File: config.mk
export PLATFORM = sky130hd
export DESIGN_NAME = tfg_top
export DESIGN_NICKNAME = d
export VERILOG_FILES = /design/src/rtl/tfg_pkg.sv /design/src/rtl/tfg_top.sv
export SDC_FILE = /design/constraint.sdc
export NUM_CORES = 1
export LEC_CHECK = 0
export BUFFER_PORTS_ARGS = -buffer_cell sky130_fd_sc_hd__clkbuf_2
export CORE_MARGIN = 10
export CORE_UTILIZATION = 56
export CTS_CLUSTER_DIAMETER = 30
export DETAILED_ROUTE_END_ITERATION = 10
export PLACE_DENSITY = 0.81
export RECOVER_POWER = 25
export SLEW_MARGIN = 20
export SYNTH_ARGS = -nofsm -noshare
export SYNTH_HDL_FRONTEND = slang
export SYNTH_SLANG_ARGS = --single-unit
File: constraint.sdc
create_clock -name CLOCK -period 3.28 [get_ports CLOCK]
set_clock_uncertainty 0.2 [all_clocks]
set_input_delay 0.492 -clock CLOCK [delete_from_list [all_inputs] [get_ports CLOCK]]
set_output_delay 0.492 -clock CLOCK [all_outputs]
set_load 0.02 [all_outputs]
File: src/rtl/tfg_pkg.sv
// Constants, register map and types for the T1/J1 transmit frame generator.
package tfg_pkg;

    // -------------------------------------------------------------------
    // Bus and register map
    // -------------------------------------------------------------------
    localparam int DATA_W = 32;
    localparam int ADDR_W = 32;
    localparam logic [7:0] ADDR_CTRL = 8'h00;
    localparam logic [7:0] ADDR_ERRINJ = 8'h04;
    localparam logic [7:0] ADDR_LINK0 = 8'h08;
    localparam logic [7:0] ADDR_LINK1 = 8'h0c;
    localparam logic [7:0] ADDR_LINK2 = 8'h10;
    localparam logic [7:0] ADDR_ISTAT = 8'h14;
    localparam logic [7:0] ADDR_IEN = 8'h18;
    localparam logic [7:0] ADDR_STAT = 8'h1c;
    localparam logic [1:0] HTRANS_NONSEQ = 2'h2;

    // -------------------------------------------------------------------
    // Control register fields
    // -------------------------------------------------------------------
    localparam int CTRL_FMT_LO = 0;
    localparam int CTRL_J1 = 2;
    localparam int CTRL_FRAMING_DISABLE = 3;
    localparam int CTRL_CHECK_SEQUENCE_BYPASS = 4;
    localparam int CTRL_LINKBYP = 5;
    localparam int CTRL_MIMIC = 6;
    localparam int CTRL_MANYEL = 7;
    localparam int CTRL_AUTOYEL = 8;
    localparam int CTRL_W = 9;
    localparam logic [8:0] CTRL_RST = 9'h008;
    localparam int ERR_FT = 0;
    localparam int ERR_FS = 1;
    localparam int ERR_CRC = 2;
    localparam int ERR_DDS = 3;
    localparam int IRQ_FRAME = 0;
    localparam int IRQ_MFRAME = 1;
    localparam int STAT_FRAME_LO = 8;
    localparam int STAT_YEL = 16;
    localparam int STAT_RED = 17;

    // -------------------------------------------------------------------
    // Frame geometry and patterns
    // -------------------------------------------------------------------
    localparam logic [7:0] LAST_BIT = 8'hc0;
    localparam logic [7:0] CH24_FIRST = 8'hb9;
    localparam logic [6:0] MF_LEN_SF = 7'h0c;
    localparam logic [6:0] MF_LEN_ESF = 7'h18;
    localparam logic [6:0] MF_LEN_SLC = 7'h48;
    localparam logic [6:0] SLC_SYNC_END = 7'h18;
    localparam logic [6:0] SLC_LINK_BASE = 7'h19;
    localparam logic [3:0] SF_LAST_IDX = 4'hb;
    localparam logic [4:0] SLC_LAST_IDX = 5'h17;
    localparam logic [2:0] ESF_LAST_IDX = 3'h5;
    localparam logic [2:0] BIT2_OF_CH = 3'h1;
    localparam logic [2:0] BIT6_OF_CH = 3'h5;
    localparam logic [2:0] BIT7_OF_CH = 3'h6;
    localparam logic [11:0] SF_ALIGN = 12'h8dc;
    localparam logic [5:0] ESF_ALIGN = 6'h0b;
    localparam logic [23:0] SLC_ALIGN = 24'h237237;
    localparam logic [15:0] IDLE_T1 = 16'hffff;
    localparam logic [15:0] IDLE_J1 = 16'hff7e;
    localparam logic [15:0] YEL_T1 = 16'hff00;
    localparam logic [15:0] YEL_J1 = 16'hffff;
    localparam logic [7:0] DDS_PAT = 8'h1d;
    localparam logic [7:0] DDS_MASK = 8'h9f;
    localparam logic [5:0] CRC_POLY = 6'h03;
    localparam logic SLC_SPOIL_MID = 1'b0;
    localparam logic [2:0] SLC_SPOIL_TAIL = 3'h5;

    typedef enum logic [1:0] {
        TFG_SF = 2'b00,
        TFG_ESF = 2'b01,
        TFG_DM = 2'b10,
        TFG_SLC = 2'b11
    } tfg_fmt_t;

endpackage

File: src/rtl/tfg_top.sv
// Transmit frame generator for one T1/J1 link with an AHB-Lite slave.
`timescale 1ns/1ps
// Notes on behaviour
// - Four formats SF, ESF, DM, SLC-96; insertion only while framing enabled.
// - SF overwrites every F-bit with the 12-bit alignment sequence, except the twelfth in J1.
// - J1 SF drives the twelfth F-bit low without yellow alarm.
// - SF and DM inject one odd-frame or one even-frame F-bit error.
// - Copy enable repeats each F-bit in the following bit.
// - Yellow alarm sent manually or automatically on receive red alarm.
// - T1 SF and SLC yellow forces channel bit 2 low; J1 twelfth F high.
// - ESF places 001011 into F-bits of frames 4, 8 up to 24.
// - ESF frame sync invert flips exactly one alignment bit.
// - ESF inserts previous multiframe CRC-6 in frames 2, 6 up to 22.
// - ESF check sequence invert flips one whole CRC word.
// - Link bit priority yellow, code, report, HDLC, idle; bypass gates four.
// - ESF idle code FFFF for T1 and FF7E for J1.
// - ESF yellow repeats FF00 for T1 and FFFF for J1 on link bits.
// - DM overwrites every F-bit with the 12-bit alignment sequence.
// - DM writes DDS pattern into bits 8 and 5..1 of channel 24.
// - DM pattern invert flips one complete DDS pattern.
// - DM carries HDLC data in channel 24 bit 7 unless bypassed.
// - DM channel 24 bit 6 is zero on yellow, otherwise one.
// - SLC writes 24-bit alignment, spoiler and even-frame link bits into F-bits.
// - SLC injects one sync even-frame error or one odd-frame error.
// - SLC link bits come from three software link words unless bypassed.
// - Frame start sets a flag; enabled flag drives the interrupt.
// - Multiframe start sets a flag; enabled flag drives the interrupt.
module tfg_top (
    // Clock and reset
    input wire logic CLOCK,
    input wire logic RESETN,
    // AHB-Lite slave
    input wire logic HSEL,
    input wire logic [tfg_pkg::ADDR_W-1:0] HADDR,
    input wire logic [1:0] HTRANS,
    input wire logic HWRITE,
    input wire logic [2:0] HSIZE,
    input wire logic HREADY,
    input wire logic [tfg_pkg::DATA_W-1:0] HWDATA,
    output logic [tfg_pkg::DATA_W-1:0] HRDATA,
    output logic HREADYOUT,
    output logic HRESP,
    // Payload stream
    input wire logic TX_BIT_EN,
    input wire logic TX_DATA,
    // Receive side status
    input wire logic RED_ALARM,
    // Data-link sources
    input wire logic BOC_VALID,
    input wire logic BOC_BIT,
    input wire logic PRM_VALID,
    input wire logic PRM_BIT,
    input wire logic HDLC_VALID,
    input wire logic HDLC_BIT,
    output logic BOC_TAKE,
    output logic PRM_TAKE,
    output logic HDLC_TAKE,
    // Line side
    output logic LINE_DATA,
    output logic LINE_STROBE,
    // Interrupt
    output logic IRQ_N
);
    import tfg_pkg::*;

    // -------------------------------------------------------------------
    // Registers and state
    // -------------------------------------------------------------------
    logic [CTRL_W-1:0] ctrl_r;
    logic [7:0] link0_r, link1_r, link2_r;
    logic [1:0] ist_r, ien_r;
    logic pend_ft_r, pend_fs_r, pend_crc_r, pend_dds_r;
    logic wr_pend_r;
    logic [7:0] addr_r;
    logic [DATA_W-1:0] rd_val;
    logic red_meta_r, red_sync_r;
    logic [7:0] pos_r;
    logic [6:0] frame_r, mf_len;
    logic [5:0] crc_r, crc_word_r, crc_nxt;
    logic crc_inv_r, dds_inv_r, fbit_r;
    logic [3:0] dl_cnt_r;
    logic out_bit, fbit, yellow, framing_disable, j1, mimic, linkbyp;
    logic use_ft, use_fs, is_dl, mf_start, fr_start, addr_ok;
    logic [2:0] chbit;
    logic [3:0] sf_idx, pat_idx;
    logic [4:0] slc_idx, slc_k;
    logic [6:0] f24;
    logic [23:0] slc_fs_vec;
    logic [15:0] idle_pat, yel_pat;
    tfg_fmt_t fmt;

    assign fmt = tfg_fmt_t'(ctrl_r[CTRL_FMT_LO +: 2]);
    assign framing_disable = ctrl_r[CTRL_FRAMING_DISABLE];
    assign j1 = ctrl_r[CTRL_J1];
    assign mimic = ctrl_r[CTRL_MIMIC];
    assign linkbyp = ctrl_r[CTRL_LINKBYP];
    assign yellow = ctrl_r[CTRL_MANYEL] |
                    (ctrl_r[CTRL_AUTOYEL] & red_sync_r);
    assign chbit = 3'(pos_r - 8'h01);
    assign fr_start = TX_BIT_EN && pos_r == 8'h00;
    assign mf_start = fr_start && frame_r == 7'h00;
    assign HREADYOUT = 1'b1;
    assign HRESP = 1'b0;
    assign IRQ_N = ~|(ist_r & ien_r);

    // -------------------------------------------------------------------
    // Receive red alarm synchroniser
    // -------------------------------------------------------------------
    always_ff @(posedge CLOCK or negedge RESETN) begin
        if (!RESETN) begin
            red_meta_r <= 1'b0;
            red_sync_r <= 1'b0;
        end else begin
            red_meta_r <= RED_ALARM;
            red_sync_r <= red_meta_r;
        end
    end

    // -------------------------------------------------------------------
    // AHB-Lite slave: zero wait states, read data registered
    // -------------------------------------------------------------------
    assign addr_ok = HSEL && HREADY && HTRANS == HTRANS_NONSEQ;

    always_comb begin
        rd_val = '0;
        unique case (HADDR[7:0])
            ADDR_CTRL: rd_val[CTRL_W-1:0] = ctrl_r;
            ADDR_ERRINJ: rd_val[3:0] = {pend_dds_r, pend_crc_r,
                                        pend_fs_r, pend_ft_r};
            ADDR_LINK0: rd_val[7:0] = link0_r;
            ADDR_LINK1: rd_val[7:0] = link1_r;
            ADDR_LINK2: rd_val[7:0] = link2_r;
            ADDR_ISTAT: rd_val[1:0] = ist_r;
            ADDR_IEN: rd_val[1:0] = ien_r;
            ADDR_STAT: begin
                rd_val[7:0] = pos_r;
                rd_val[STAT_FRAME_LO +: 7] = frame_r;
                rd_val[STAT_YEL] = yellow;
                rd_val[STAT_RED] = red_sync_r;
            end
            default: rd_val = '0;
        endcase
    end

    always_ff @(posedge CLOCK or negedge RESETN) begin
        if (!RESETN) begin
            wr_pend_r <= 1'b0;
            addr_r <= 8'h00;
            HRDATA <= '0;
        end else begin
            wr_pend_r <= addr_ok && HWRITE;
            if (addr_ok) begin
                addr_r <= HADDR[7:0];
            end
            if (addr_ok && !HWRITE) begin
                HRDATA <= rd_val;
            end
        end
    end

    always_ff @(posedge CLOCK or negedge RESETN) begin
        if (!RESETN) begin
            ctrl_r <= CTRL_RST;
            link0_r <= 8'h00;
            link1_r <= 8'h00;
            link2_r <= 8'h00;
            ien_r <= 2'h0;
        end else if (wr_pend_r) begin
            if (addr_r == ADDR_CTRL) begin
                ctrl_r <= HWDATA[CTRL_W-1:0];
            end
            if (addr_r == ADDR_LINK0) begin
                link0_r <= HWDATA[7:0];
            end
            if (addr_r == ADDR_LINK1) begin
                link1_r <= HWDATA[7:0];
            end
            if (addr_r == ADDR_LINK2) begin
                link2_r <= HWDATA[7:0];
            end
            if (addr_r == ADDR_IEN) begin
                ien_r <= HWDATA[1:0];
            end
        end
    end

    // Sticky start flags: a set in the clearing cycle wins.
    always_ff @(posedge CLOCK or negedge RESETN) begin
        if (!RESETN) begin
            ist_r <= 2'h0;
        end else begin
            ist_r <= (ist_r & ~((wr_pend_r && addr_r == ADDR_ISTAT) ?
                      HWDATA[1:0] : 2'h0)) | {mf_start, fr_start};
        end
    end

    // One-shot error requests: written high, cleared when applied unless an error-inject write lands in that same cycle.
    always_ff @(posedge CLOCK or negedge RESETN) begin
        if (!RESETN) begin
            pend_ft_r <= 1'b0;
            pend_fs_r <= 1'b0;
            pend_crc_r <= 1'b0;
            pend_dds_r <= 1'b0;
        end else begin
            if (TX_BIT_EN && pos_r == 8'h00 && use_ft) begin
                pend_ft_r <= 1'b0;
            end
            if (TX_BIT_EN && pos_r == 8'h00 && use_fs) begin
                pend_fs_r <= 1'b0;
            end
            if (mf_start && fmt == TFG_ESF && !framing_disable) begin
                pend_crc_r <= 1'b0;
            end
            if (fr_start && fmt == TFG_DM && !framing_disable) begin
                pend_dds_r <= 1'b0;
            end
            if (wr_pend_r && addr_r == ADDR_ERRINJ) begin
                pend_ft_r <= pend_ft_r | HWDATA[ERR_FT];
                pend_fs_r <= pend_fs_r | HWDATA[ERR_FS];
                pend_crc_r <= pend_crc_r | HWDATA[ERR_CRC];
                pend_dds_r <= pend_dds_r | HWDATA[ERR_DDS];
            end
        end
    end

    // -------------------------------------------------------------------
    // Bit and frame position counters
    // -------------------------------------------------------------------
    always_comb begin
        unique case (fmt)
            TFG_ESF: mf_len = MF_LEN_ESF;
            TFG_SLC: mf_len = MF_LEN_SLC;
            TFG_SF, TFG_DM: mf_len = MF_LEN_SF;
        endcase
    end

    always_ff @(posedge CLOCK or negedge RESETN) begin
        if (!RESETN) begin
            pos_r <= 8'h00;
            frame_r <= 7'h00;
        end else if (TX_BIT_EN) begin
            if (pos_r == LAST_BIT) begin
                pos_r <= 8'h00;
                frame_r <= (frame_r >= mf_len - 7'h01) ? 7'h00 :
                           frame_r + 7'h01;
            end else begin
                pos_r <= pos_r + 8'h01;
            end
        end
    end

    // -------------------------------------------------------------------
    // ESF CRC-6, link pattern counter and per-pattern invert latches
    // -------------------------------------------------------------------
    assign crc_nxt = {crc_r[4:0], 1'b0} ^
                     ((crc_r[5] ^ (pos_r == 8'h00 ? 1'b1 : out_bit)) ?
                      CRC_POLY : 6'h00);

    always_ff @(posedge CLOCK or negedge RESETN) begin
        if (!RESETN) begin
            crc_r <= 6'h00;
            crc_word_r <= 6'h00;
            crc_inv_r <= 1'b0;
            dds_inv_r <= 1'b0;
            dl_cnt_r <= 4'h0;
        end else if (TX_BIT_EN) begin
            if (mf_start) begin
                crc_word_r <= crc_r;
                crc_inv_r <= pend_crc_r;
                crc_r <= {CRC_POLY[5:1], 1'b0} & 6'h00 ^
                         (1'b1 ? CRC_POLY : 6'h00);
            end else begin
                crc_r <= crc_nxt;
            end
            if (fr_start) begin
                dds_inv_r <= pend_dds_r;
            end
            if (is_dl) begin
                dl_cnt_r <= dl_cnt_r + 4'h1;
            end
        end
    end

    always_ff @(posedge CLOCK or negedge RESETN) begin
        if (!RESETN) begin
            fbit_r <= 1'b0;
            LINE_DATA <= 1'b0;
            LINE_STROBE <= 1'b0;
        end else begin
            LINE_STROBE <= TX_BIT_EN;
            if (TX_BIT_EN) begin
                LINE_DATA <= out_bit;
                if (pos_r == 8'h00) begin
                    fbit_r <= out_bit;
                end
            end
        end
    end

    // -------------------------------------------------------------------
    // Overhead insertion
    // -------------------------------------------------------------------
    assign sf_idx = 4'(SF_LAST_IDX - frame_r[3:0]);
    assign f24 = frame_r >= 7'h30 ? frame_r - 7'h30 :
                 frame_r >= 7'h18 ? frame_r - 7'h18 : frame_r;
    assign slc_idx = 5'(SLC_LAST_IDX - f24[4:0]);
    assign slc_k = 5'((frame_r - SLC_LINK_BASE) >> 1);
    assign slc_fs_vec = {SLC_SPOIL_TAIL, link2_r[5:2], link2_r[1:0],
                         link1_r[5:3], SLC_SPOIL_MID, link1_r[2:0],
                         link0_r};
    assign idle_pat = j1 ? IDLE_J1 : IDLE_T1;
    assign yel_pat = j1 ? YEL_J1 : YEL_T1;
    assign pat_idx = 4'(4'hf - dl_cnt_r);
    assign is_dl = fr_start && !framing_disable && fmt == TFG_ESF && !frame_r[0];

    always_comb begin
        fbit = TX_DATA;
        use_ft = 1'b0;
        use_fs = 1'b0;
        BOC_TAKE = 1'b0;
        PRM_TAKE = 1'b0;
        HDLC_TAKE = 1'b0;
        unique case (fmt)
            TFG_SF, TFG_DM: begin
                fbit = SF_ALIGN[sf_idx];
                if (fmt == TFG_SF && j1 && frame_r == 7'(SF_LAST_IDX)) begin
                    fbit = yellow;
                end
                use_ft = pend_ft_r && !frame_r[0];
                use_fs = pend_fs_r && frame_r[0];
            end
            TFG_ESF: begin
                if (frame_r[1:0] == 2'h3) begin
                    fbit = ESF_ALIGN[3'(ESF_LAST_IDX - 3'(frame_r[6:2]))];
                    use_fs = pend_fs_r;
                end else if (frame_r[1:0] == 2'h1) begin
                    if (!ctrl_r[CTRL_CHECK_SEQUENCE_BYPASS]) begin
                        fbit = crc_word_r[3'(ESF_LAST_IDX -
                                             3'(frame_r[6:2]))] ^
                               crc_inv_r;
                    end
                end else if (yellow) begin
                    fbit = yel_pat[pat_idx];
                end else if (!linkbyp) begin
                    if (BOC_VALID) begin
                        fbit = BOC_BIT;
                        BOC_TAKE = TX_BIT_EN && pos_r == 8'h00 && !framing_disable;
                    end else if (PRM_VALID) begin
                        fbit = PRM_BIT;
                        PRM_TAKE = TX_BIT_EN && pos_r == 8'h00 && !framing_disable;
                    end else if (HDLC_VALID) begin
                        fbit = HDLC_BIT;
                        HDLC_TAKE = TX_BIT_EN && pos_r == 8'h00 && !framing_disable;
                    end else begin
                        fbit = idle_pat[pat_idx];
                    end
                end
            end
            TFG_SLC: begin
                if (!frame_r[0] || frame_r < SLC_SYNC_END) begin
                    fbit = SLC_ALIGN[slc_idx];
                    use_ft = pend_ft_r && !frame_r[0];
                    use_fs = pend_fs_r && frame_r[0];
                end else if (!linkbyp || slc_k == 5'h0b || slc_k > 5'h14) begin
                    fbit = slc_fs_vec[slc_k];
                end
            end
        endcase
        fbit = fbit ^ use_ft ^ use_fs;
        out_bit = TX_DATA;
        if (!framing_disable) begin
            if (pos_r == 8'h00) begin
                out_bit = fbit;
            end else if (pos_r == 8'h01 && mimic) begin
                out_bit = fbit_r;
            end else if (fmt == TFG_DM && pos_r >= CH24_FIRST) begin
                if (DDS_MASK[chbit]) begin
                    out_bit = DDS_PAT[chbit] ^ dds_inv_r;
                end else if (chbit == BIT6_OF_CH) begin
                    out_bit = !yellow;
                end else if (!linkbyp && HDLC_VALID) begin
                    out_bit = HDLC_BIT;
                    HDLC_TAKE = TX_BIT_EN;
                end
            end else if (chbit == BIT2_OF_CH && yellow &&
                         (fmt == TFG_SLC || (fmt == TFG_SF && !j1))) begin
                out_bit = 1'b0;
            end
        end else begin
            use_ft = 1'b0;
            use_fs = 1'b0;
        end
    end

    logic dds_exp, idle_bit, crc_bit, sf_exp;
    assign dds_exp = DDS_PAT[chbit];
    assign idle_bit = idle_pat[pat_idx];
    assign crc_bit = crc_word_r[3'(ESF_LAST_IDX - 3'(frame_r[6:2]))];
    assign sf_exp = SF_ALIGN[sf_idx];
endmodule // tfg_top

# Word level (Yosys, flattened, before mapping)
# Memory sizes are Yosys's and may differ from the RTL's.
# Cells that the tools add are included.
# Widths: inputs -> output; s select.
# totals
n_memories,5
latch_bits,0
wordCells,247
out_inout_bits,40
in_bits,83
mem_bits_rw,0
rom_bits,72
regBits,105
# mem_list
memory,words,width,read_ports,rd_ports_with_merged_regs,write_ports,line_no,text
(name not given),32,1,1,0,0,tfg_top.sv:361,fbit = SLC_ALIGN[slc_idx];
(name not given),16,1,1,0,0,tfg_top.sv:399,assign sf_exp = SF_ALIGN[sf_idx];
(name not given),8,1,1,0,0,tfg_top.sv:396,assign dds_exp = DDS_PAT[chbit];
(name not given),8,1,1,0,0,tfg_top.sv:377,if (DDS_MASK[chbit]) begin
(name not given),8,1,1,0,0,tfg_top.sv:334,fbit = ESF_ALIGN[3'(ESF_LAST_IDX - 3'(frame_r[6:2]))];
# classes
n_eq_ne,25
n_reduce_logical,59
n_lt_le_gt_ge,12
n_div,0
shift,0
bitwise_logic,16
mul,0
n_mux,93
add_sub_neg,12
# ops
operator,n
$mux 1,70
$eq 8x5->1 const B,7
$eq 8x4->1 const B,4
$logic_and 1x1->1,27
$logic_not 8->1,3
$mux 8,3
$pmux 7 s3,1
$pmux 4 s5,1
$reduce_and 2->1,10
$eq 8x3->1 const B,2
$pmux 2 s8,1
$lt 5x6->1 const B,2
$mux 6,2
$pmux 2 s6,1
$lt 4x5->1 const B,2
$mux 5,2
$sub 5x5->5 const B,2
$add 8x1->8 const B,1
$bmux 1 s4,2
$eq 2x2->1 const B,4
$eq 8x1->1 const B,1
$eq 8x8->1 const B,1
$ge 8x8->1 const B,1
$lt 3x4->1 const B,2
37 further kinds,65

# Longest topological paths before layout
# Gate-level depths: netlist of the first run.
# logic_depth
depth_word,20
mapped_depth,11
depth_no_buf,9

# Least setup slack after synthesis of the first run
# OpenSTA, ideal clock, no wires.
# synth_timing
kind,reg-to-reg
start,register frame_r[0]
end,register fbit_r
required_time_ns,2.949
arrival_ns,2.534
synth_period_minus_slack_ns,2.865
stages_incl_launch_ff,10
setup_slack_ns,0.415
setup_time_ns,0.131
path_buffers,2
cell_sequence,dfrtp_1 -> buf_2 -> inv_1 -> ha_1 -> clkbuf_1 -> mux4_2 -> a211oi_1 -> o21ai_0 -> a211oi_1 -> nor4_1
# synth_between
elab_chain_cells,12
elab_cells_between_ends,43
cone_classes,add/sub (5); order compare (4); eq/ne (4); mux (19); bitwise (2); reduce/logical (7); memory (2)
# synth_lines
item,line_no,text
start: declaration,tfg_top.sv:78,"logic [6:0] frame_r, mf_len;"
start signal: assignment,tfg_top.sv:244,frame_r <= (frame_r >= mf_len - 7'h01) ? 7'h00 :
$ge 7x5->1 or $sub 5x5->5 (tied branches),tfg_top.sv:305,frame_r >= 7'h18 ? frame_r - 7'h18 : frame_r;
$mux 5,tfg_top.sv:305,
$mux 5,tfg_top.sv:304,assign f24 = frame_r >= 7'h30 ? frame_r - 7'h30 :
$sub 5x5->5,tfg_top.sv:306,assign slc_idx = 5'(SLC_LAST_IDX - f24[4:0]);
$mem_v2 32x1,--,
$mux 1 (not written as such),tfg_top.sv:361,
$mux 1,tfg_top.sv:360,if (!frame_r[0] || frame_r < SLC_SYNC_END) begin
$pmux 1 s3,tfg_top.sv:323,unique case (fmt)
$xor 1x1->1,tfg_top.sv:369,fbit = fbit ^ use_ft ^ use_fs;
$xor 1x1->1 (*),tfg_top.sv:369,
$mux 1 (*),tfg_top.sv:372,if (pos_r == 8'h00) begin
$mux 1 (*),tfg_top.sv:371,if (!framing_disable) begin
end signal: assignment,tfg_top.sv:294,fbit_r <= out_bit;
end: declaration,tfg_top.sv:80,"logic crc_inv_r, dds_inv_r, fbit_r;"
# Every way passes the cells marked *; elsewhere a longest branch is shown, timed or not. The select of a mux whose other input is x is not followed.
# A chain may end at the register's enable or synchronous reset.

# Worst setup path after layout of the first run
# Ends and elaborated chain as after synthesis.

==> results.yml, run 1 <==
timing:
  worst_slack_ps: 160
  finalCriticalPeriod_ps: 3120
  tns_ps: 0
  period_share_pct: 95.1
  setup_viol: 0
  slew_headroom_pct: 13.0
  rsz0062_at_grt: "no"
  final_hold_viol_count: 0
  final_max_slew_viol_count: 0
  max_freq_mhz: 321
  worstMarginPinSlew_ps: 1300
synthesis:
  avgSynthCellArea_um2: 10.4
  yosys_warnings: 0
  ys_types: 77
  synth.top_cell.area_share_pct: 41.7
  synth_area_leaders: "dfrtp_1 42%, mux2_2 9.9%, ha_1 4.2%"
  synth_edf_count: 0
  async_flop_share_pct: 100
  synthCells: 602
  yosysTopAreaCell: "dfrtp_1"
  syn_area_um2: 6240
  synthTopCellsByCount: "104 x dfrtp_1, 65 x nand2_1, 55 x mux2_2"
  seq_area_frac_synth_pct: 42.1
  synth.most_common_cell: "dfrtp_1"
  synth_ff_type: "dfrtp_1"
  ys_ff_latch: 105
route:
  via_count: 5060
  wl_um: 15900
  drtIter0Drc: 466
  drc: 0
  routedWlPerCell_um: 19.6
  vias_per_cell: 6.26
  drtPass1Iterations: 5
  ant_nets: 0
min_path:
  hold_depth: 3
  hold_class: "in2reg"
  min_to: "wr_pend_r"
  min_from: "HWRITE"
final_layout:
  nets: 767
  diodes: 0
  stdcell_area_um2: 6910
  syn_to_final_growth_pct: 10.8
  nFillCells: 867
  drive_above_1_share_pct: 25.7
  final_util_pct: 63.5
floorplanning:
  die_x_um: 126
  num_io_pins: 123
  start_util_pct: 57.3
  rows: 38
  coreArea_um2: 10900
  die-area_um2: 15800
  die_y_um: 126
power:
  cellPowerDensity_nw_per_um2: 454
  p_leak_nw: 3.17
  p_total_w: 0.00313
  peakVddDrop_mv: 0.339
place:
  dp_slack_ps: 238
  dp_hpwl_um: 11900
  gp_congestion: 0.904
  dpl-instance-area_um2: 6660
  numPortBuffers: 55
setup_path:
  regToRegSetupSlack_ps: 160
  rr_endpoint: "fbit_r"
  start_kind: "flop"
  worstPathMaxFanout: 10
  crit_start: "frame_r[0]"
  critPathCaptureType: "flop"
  crit_arrival_ps: 3190
  r2r-start: "frame_r[0]"
  path_class: "reg2reg"
  reg2reg_depth: 9
  required_ps: 3350
global_route:
  grt_pass1_wl_um: 26300
  grt_max_degree: 55
  grt_overflow: 0
  track_usage_pct: 20.0
  antenna_found_initial: 0
  grt_pass1_vias: 5253
flow_run:
  maxCapViolCount: 0
run_status:
  status: "complete, no violations"
clock_network:
  clock_sinks: 105
  clockBufferDepth: 2
  cts_buffers: 9
  root_buffer: "clkbuf_8"
  cts_htree_levels: 3
  cts_tree: "yes"
  clkSlewWorstSetupHoldPaths_ps: 100
  post-cts-setup-buffers: 0
  clk_latency_ps: 400
==> cell usage in the layout, fill, tap and decap left out, types with 12 or more instances in the layout <==
| cell type | synthesis | final |
|---|---|---|
| mux2i_1 | 12 | 12 |
| o21ai_0 | 29 | 29 |
| a21oi_1 | 19 | 19 |
| dfrtp_1 | 104 | 103 |
| conb_1 | 2 | 17 |
| mux2_2 | 55 | 55 |
| nand3_1 | 13 | 13 |
| ha_1 | 21 | 21 |
| buf_4 | 19 | 22 |
| clkbuf_2 | 1 | 54 |
| nand2_1 | 65 | 65 |
| nor2_1 | 28 | 27 |
| inv_1 | 19 | 19 |
==> area by class of cell <==
| cell class | count | area [µm²] | share of cell area, % |
|---|---|---|---|
| multi-input cells | 445 | 3330 | 48.2 |
| flip-flops and latches | 105 | 2630 | 38.1 |
| repair buffers | 82 | 487 | 7.04 |
| well taps | 140 | 175 | 2.53 |
| clock buffers | 12 | 155 | 2.24 |
| inverters | 20 | 75.1 | 1.09 |
| clock inverters | 4 | 58.8 | 0.851 |
==> cells by family after synthesis <==
| group | synth area share, % |
|---|---|
| muxes | 14.9 |
| DFF | 42.1 |
| AOI/OAI and AO/OA | 14.3 |
| adders and majority gates | 4.21 |
| buffers and inverters | 5.78 |
| xor gates and xnor gates | 2.45 |
| other | 0.120 |
| and+or+nand+nor | 16.0 |
==> worst max path at each step <==
stage               cells after the start  slack, ps        end
floorplan                               9        410     fbit_r
global placement                        8        280  HDLC_TAKE
detailed placement                      8        240  HDLC_TAKE
CTS                                     8         20  HDLC_TAKE
global route                            8         20  HDLC_TAKE
finish                                  9        160     fbit_r
==> sequential cells by signal, summed over array words and instances (netlist names), 7 cells and up <==
name,count
HRDATA,17
addr_r,8
ctrl_r,9
frame_r,7
link0_r,8
link1_r,8
link2_r,8
pos_r,8
==> layer usage <==
layer  routed length (µm)  part of all wire, %  track usage, %
met4                  614                  3.9            10.3
met1                 6370                   40            22.9
met3                  974                  6.1            4.60
met5                    0                    0               0
met2                 7900                   50            33.9
==> critical path, stage by stage, from the launching register on <==
cell      delay [ps]
dfrtp_1          360
inv_1            140
ha_1             280
xnor2_2          510
mux4_2           600
mux2i_1          230
and3_1           190
a21oi_1           40
a211oi_1         330
nor4_1           110
==> where the power goes <==
| group | leakage [nW] | switching (W) | internal (W) |
|---|---|---|---|
| logic | 1.72 | 0.000372 | 0.000307 |
| clock network | 0.109 | 0.000471 | 0.000404 |
| registers | 1.34 | 0.000152 | 0.00143 |
| total | 3.17 | 0.000995 | 0.00214 |
==> metrics by stage <==
stage	instances	hold WS [ps]
2_1_floorplan	617	-3.59
3_3_place_gp	790	135
3_5_place_dp	790	160
4_1_cts	808	104
5_1_grt	808	114
6_report	808	104
==> timing repair <==
action                     in CTS  in global routing
pin swaps                       0                  1
hold buffers                    2                  0
hold endpoints to repair       52                  0
resized for setup               3                  2
setup endpoints to repair       3                  2
No activity file was read; power rests on OpenSTA's default activity.
==> run 2: changes to the inputs <==
--- a/config.mk
+++ b/config.mk
@@ -11,7 +11,6 @@
 export CTS_CLUSTER_DIAMETER = 30
 export DETAILED_ROUTE_END_ITERATION = 10
 export PLACE_DENSITY = 0.81
-export RECOVER_POWER = 25
 export SLEW_MARGIN = 20
 export SYNTH_ARGS = -nofsm -noshare
 export SYNTH_HDL_FRONTEND = slang
==> run 2 against run 1 <==
Global-route usage did not move. Critical path depth did not move. Fmax rose by 0.68%. Register-to-register slack improved by 20 ps. Die area did not move. Total power barely moved. Wire length fell by 0.38%. Final cell count did not move. Clock power barely moved. Critical endpoint unchanged. Non-clock buffer count did not move.
==> results.yml, run 2 (synthesis results as in run 1) <==
run_status:
  status: "complete, no violations"
setup_path:
  cp_slowest_cell: "mux4_2"
  path_class: "reg2reg"
  crit_chain: "inv_1, ha_1, xnor2_2, mux4_2, mux2i_1, and3_1, a21oi_1, a211oi_1, nor4_1"
  regToRegSetupSlack_ps: 180
  critPathCaptureType: "flop"
  worstPathMaxFanout: 10
  start_kind: "flop"
  r2r-start: "frame_r[0]"
  crit_start: "frame_r[0]"
  required_ps: 3350
  crit_arrival_ps: 3170
  max_stage_delay_ps: 600
power:
  p_int_w: 0.00214
  swShare_pct: 31.7
  pwr-share-comb_pct: 21.7
  cellPowerDensity_nw_per_um2: 453
  p_leak_nw: 3.18
  switchingPower_w: 0.000994
  peakVddDrop_mv: 0.339
  clock_power_share_pct: 27.9
  power_frac_seq_pct: 50.4
final_layout:
  stdcell_area_um2: 6920
  reg_top3: "HRDATA: 17 flops, ctrl_r: 9 flops"
  nets: 767
  mostFrequentLayoutCell: "dfrtp_1"
  diodes: 0
  seq_area_um2: 2630
  regMostFlops: "HRDATA"
  final_cell_mix: "103 x dfrtp_1, 65 x nand2_1, 55 x mux2_2, 54 x clkbuf_2, 29 x o21ai_0"
  nFillCells: 865
  syn_to_final_growth_pct: 11.0
  largest_register_ffs: 17
  multi_input_area_um2: 3330
  drive_above_1_share_pct: 26.2
route:
  wl_um: 15800
  via_count: 5085
  routedWlPerCell_um: 19.6
  drtIter0Drc: 460
  drc: 0
  drtPass1Iterations: 5
  vias_per_cell: 6.29
  ant_nets: 0
floorplanning:
  die_x_um: 126
  start_util_pct: 57.3
  die-area_um2: 15800
  die_y_um: 126
  num_io_pins: 123
  coreArea_um2: 10900
  rows: 38
min_path:
  min_from: "HWRITE"
  hold_class: "in2reg"
timing:
  final_hold_viol_count: 0
  final_max_slew_viol_count: 0
  finalCriticalPeriod_ps: 3100
  rsz0062_at_grt: "no"
  worstMarginPinSlew_ps: 824
  max_freq_mhz: 323
  tns_ps: 0
  period_share_pct: 94.5
  worst_slack_ps: 181
  setup_viol: 0
  hold_ws_ps: 107
  slew_headroom_pct: 44.9
clock_network:
  clockBufferDepth: 2
  clk_latency_ps: 400
  cts_tree: "yes"
  root_buffer: "clkbuf_8"
  cts_htree_levels: 3
  cts_buffers: 9
  clock_sinks: 105
  clkSlewWorstSetupHoldPaths_ps: 100
  post-cts-setup-buffers: 0
place:
  dp_slack_ps: 238
  gp_congestion: 0.904
  dpl-instance-area_um2: 6660
  dp_hpwl_um: 11900
  numPortBuffers: 55
flow_run:
  maxCapViolCount: 0
global_route:
  grt_overflow: 0
  track_usage_pct: 20.0
  grt_pass1_vias: 5253
  grt_max_degree: 55
  antenna_found_initial: 0
  grt_pass1_wl_um: 26300
==> run 2: final cells by class <==
type	instances	share of cell area (%)
multi-input cells	445	48.1
clock buffers	12	2.24
repair buffers	82	7.19
inverters	20	1.08
clock inverters	4	0.849
flip-flops and latches	105	38.0
well taps	140	2.53
==> run 2: worst paths after layout <==
path,cells after the start,to
max,9,fbit_r
min,3,wr_pend_r
max reg2reg,9,fbit_r
min reg2reg,0,red_sync_r
max in group asynchronous,3,ctrl_r[3]
min in group asynchronous,2,frame_r[4]
==> run 2: routing by layer <==
metal | global-route usage [%] | vias up | part of all wire [%]
li1 | - | 2293 | -
met1 | 22.9 | 2518 | 39
met2 | 33.9 | 232 | 50
met3 | 4.60 | 42 | 6.6
met4 | 10.3 | 0 | 3.6
met5 | 0 | - | 0
==> run 2: power by group through the flow <==
| stage | Clock (W) | Sequential [W] | Combinational [W] |
|---|---|---|---|
| after floorplan | 0 | 0.00154 | 0.000482 |
| after global routing | 0.000934 | 0.00160 | 0.000753 |
| final | 0.000873 | 0.00158 | 0.000681 |
| after CTS | 0.000879 | 0.00157 | 0.000671 |
| after global placement | 0 | 0.00158 | 0.000631 |
| after detailed placement | 0 | 0.00159 | 0.000661 |
==> run 2: critical path: cells and delay by family, from the launching register on <==
| kind | cells | cell delay (ps) |
|---|---|---|
| compound gates | 2 | 360 |
| xor+xnor | 1 | 510 |
| fa+ha+maj | 1 | 280 |
| buf+inv | 1 | 140 |
| flops | 1 | 350 |
| mux | 2 | 820 |
| simple gates | 2 | 300 |
==> run 2: stage by stage <==
step	cells	total power [W]	util (%)
CTS	808	0.00312	63.5
floorplan	617	0.00202	-
global route	808	0.00328	63.6
global placement	790	0.00221	61.2
finish	808	0.00313	63.6
detailed placement	790	0.00225	61.2
==> run 2: what timing repair did <==
action,CTS,global route
pin swaps,0,1
hold buffers,2,0
gates resized for setup,3,2
hold endpoints to repair,52,0
endpoints found under the setup margin,3,2
==> run 3: changes to the inputs <==
--- a/config.mk
+++ b/config.mk
@@ -7,10 +7,10 @@
 export LEC_CHECK = 0
 export BUFFER_PORTS_ARGS = -buffer_cell sky130_fd_sc_hd__clkbuf_2
 export CORE_MARGIN = 10
-export CORE_UTILIZATION = 56
+export CORE_UTILIZATION = 60
 export CTS_CLUSTER_DIAMETER = 30
 export DETAILED_ROUTE_END_ITERATION = 10
-export PLACE_DENSITY = 0.81
+export PLACE_DENSITY = 0.86
 export SLEW_MARGIN = 20
 export SYNTH_ARGS = -nofsm -noshare
 export SYNTH_HDL_FRONTEND = slang
==> constraint.sdc (replaced) <==
create_clock -name CLOCK -period 4 [get_ports CLOCK]
set_clock_uncertainty 0.2 [all_clocks]
set_input_delay 0.6 -clock CLOCK [delete_from_list [all_inputs] [get_ports CLOCK]]
set_output_delay 0.6 -clock CLOCK [all_outputs]
set_load 0.02 [all_outputs]
==> run 3 against run 2 <==
Critical path depth fell by 1. Non-clock buffer count fell by 18. First-iteration DRC count increased by 3.0%. Wire length rose by 0.24%. Flip-flop and latch count is the same. Final cell count is 2.7% lower. Critical path type is now reg2out. Largest power group unchanged.
==> results.yml, run 3 (synthesis results as in run 1) <==
place:
  numPortBuffers: 55
  gp_congestion: 0.936
  dpl-instance-area_um2: 6520
  dp_hpwl_um: 11600
clock_network:
  post-cts-setup-buffers: 0
  ctsHoldBuffers: 0
  cts_htree_levels: 3
  cts_tree: "yes"
  clockBufferDepth: 2
  root_buffer: "clkbuf_8"
  clkSlewWorstSetupHoldPaths_ps: 110
  cts_buffers: 9
  clock_sinks: 105
  clk_latency_ps: 380
  ctsResizeCount: 0
setup_path:
  reg2reg_depth: 8
  rr_endpoint: "fbit_r"
  regToRegSetupSlack_ps: 710
  crit_start: "pos_r[2]"
  r2r-start: "frame_r[3]"
  required_ps: 3200
  critPathCaptureType: "primary output"
  crit_arrival_ps: 2830
  start_kind: "flop"
  path_class: "reg2out"
  worstPathMaxFanout: 11
route:
  drc: 0
  wl_um: 15800
  ant_nets: 0
  routedWlPerCell_um: 20.2
  drtIter0Drc: 474
  vias_per_cell: 6.36
  drtPass1Iterations: 5
  via_count: 4999
run_status:
  status: "complete, no violations"
timing:
  finalCriticalPeriod_ps: 3630
  rsz0062_at_grt: "no"
  worstMarginPinSlew_ps: 809
  hold_ws_ps: 82.3
  period_share_pct: 90.7
  final_hold_viol_count: 0
  final_max_slew_viol_count: 0
  setup_viol: 0
  max_freq_mhz: 276
  tns_ps: 0
  slew_headroom_pct: 46.1
global_route:
  grt_pass1_vias: 5145
  grt_pass1_wl_um: 25600
  use_met1_pct: 25.0
  grt_max_degree: 89
  grt_use_met3_pct: 4.07
  track_usage_pct: 21.5
  grt_busiest_layer: "met2"
  antenna_found_initial: 0
  grt_overflow: 0
  use_met2_pct: 37.8
final_layout:
  diodes: 0
  mostFrequentLayoutCell: "dfrtp_1"
  syn_to_final_growth_pct: 7.36
  nets: 749
  regMostFlops: "HRDATA"
  reg_top3: "HRDATA: 17 flops, ctrl_r: 9 flops"
  drive_above_1_share_pct: 23.8
  final_cell_mix: "104 x dfrtp_1, 65 x nand2_1, 55 x mux2_2, 54 x clkbuf_2, 29 x o21ai_0"
  largest_register_ffs: 17
  stdcell_area_um2: 6700
power:
  peakVddDrop_mv: 0.301
  cellPowerDensity_nw_per_um2: 360
  p_leak_nw: 3.06
floorplanning:
  start_util_pct: 61.0
  die-area_um2: 14900
  coreArea_um2: 10200
  die_y_um: 122
  rows: 37
  num_io_pins: 123
  die_x_um: 122
min_path:
  hold_class: "in2async"
flow_run:
  maxCapViolCount: 0
-- run 3: worst max-delay path by stage --
stage                      endpoint  slack (ps)  cells past startpoint
after detailed placement  HDLC_TAKE         800                      8
after CTS                 HDLC_TAKE         370                      8
after floorplan           HDLC_TAKE        1050                      8
after global placement    HDLC_TAKE         810                      8
final                     HDLC_TAKE         370                      8
after global routing      HDLC_TAKE         100                      8
-- run 3: per-stage QoR --
stage	total power, W	setup WS, ps	util, %	cells
floorplan	0.00166	1050	-	617
global placement	0.00178	814	63.8	770
detailed placement	0.00182	795	63.8	770
CTS	0.00241	372	65.4	786
global route	0.00253	103	65.5	786
finish	0.00241	374	65.5	786
-- run 3: worst max-delay path, stage by stage (launching register included) --
cell	delay, ps
dfrtp_1	520
nor4_2	470
nand4_2	160
nor2_1	190
nand2_1	130
nor4_1	430
and4bb_1	270
a41o_1	110
clkbuf_2	170
-- run 3: final cells by class --
cell class	count	area [µm²]
clock buffers	11	131
multi-input cells	445	3300
well taps	136	170
inverters	20	75.1
clock inverters	5	37.5
flip-flops and latches	105	2630
fillers	792	3530
repair buffers	64	349
-- run 3: power breakdown --
part	leakage [nW]	internal [W]	switching [W]
combinational	1.63	0.000221	0.000261
clock	0.0803	0.000231	0.000383
sequential	1.34	0.00117	0.000148
-- run 3: layer usage --
layer | up-vias | wire [µm]
li1 | 2257 | -
met1 | 2442 | 6070
met2 | 247 | 8150
met3 | 53 | 1090
met4 | 0 | 523
met5 | - | 0
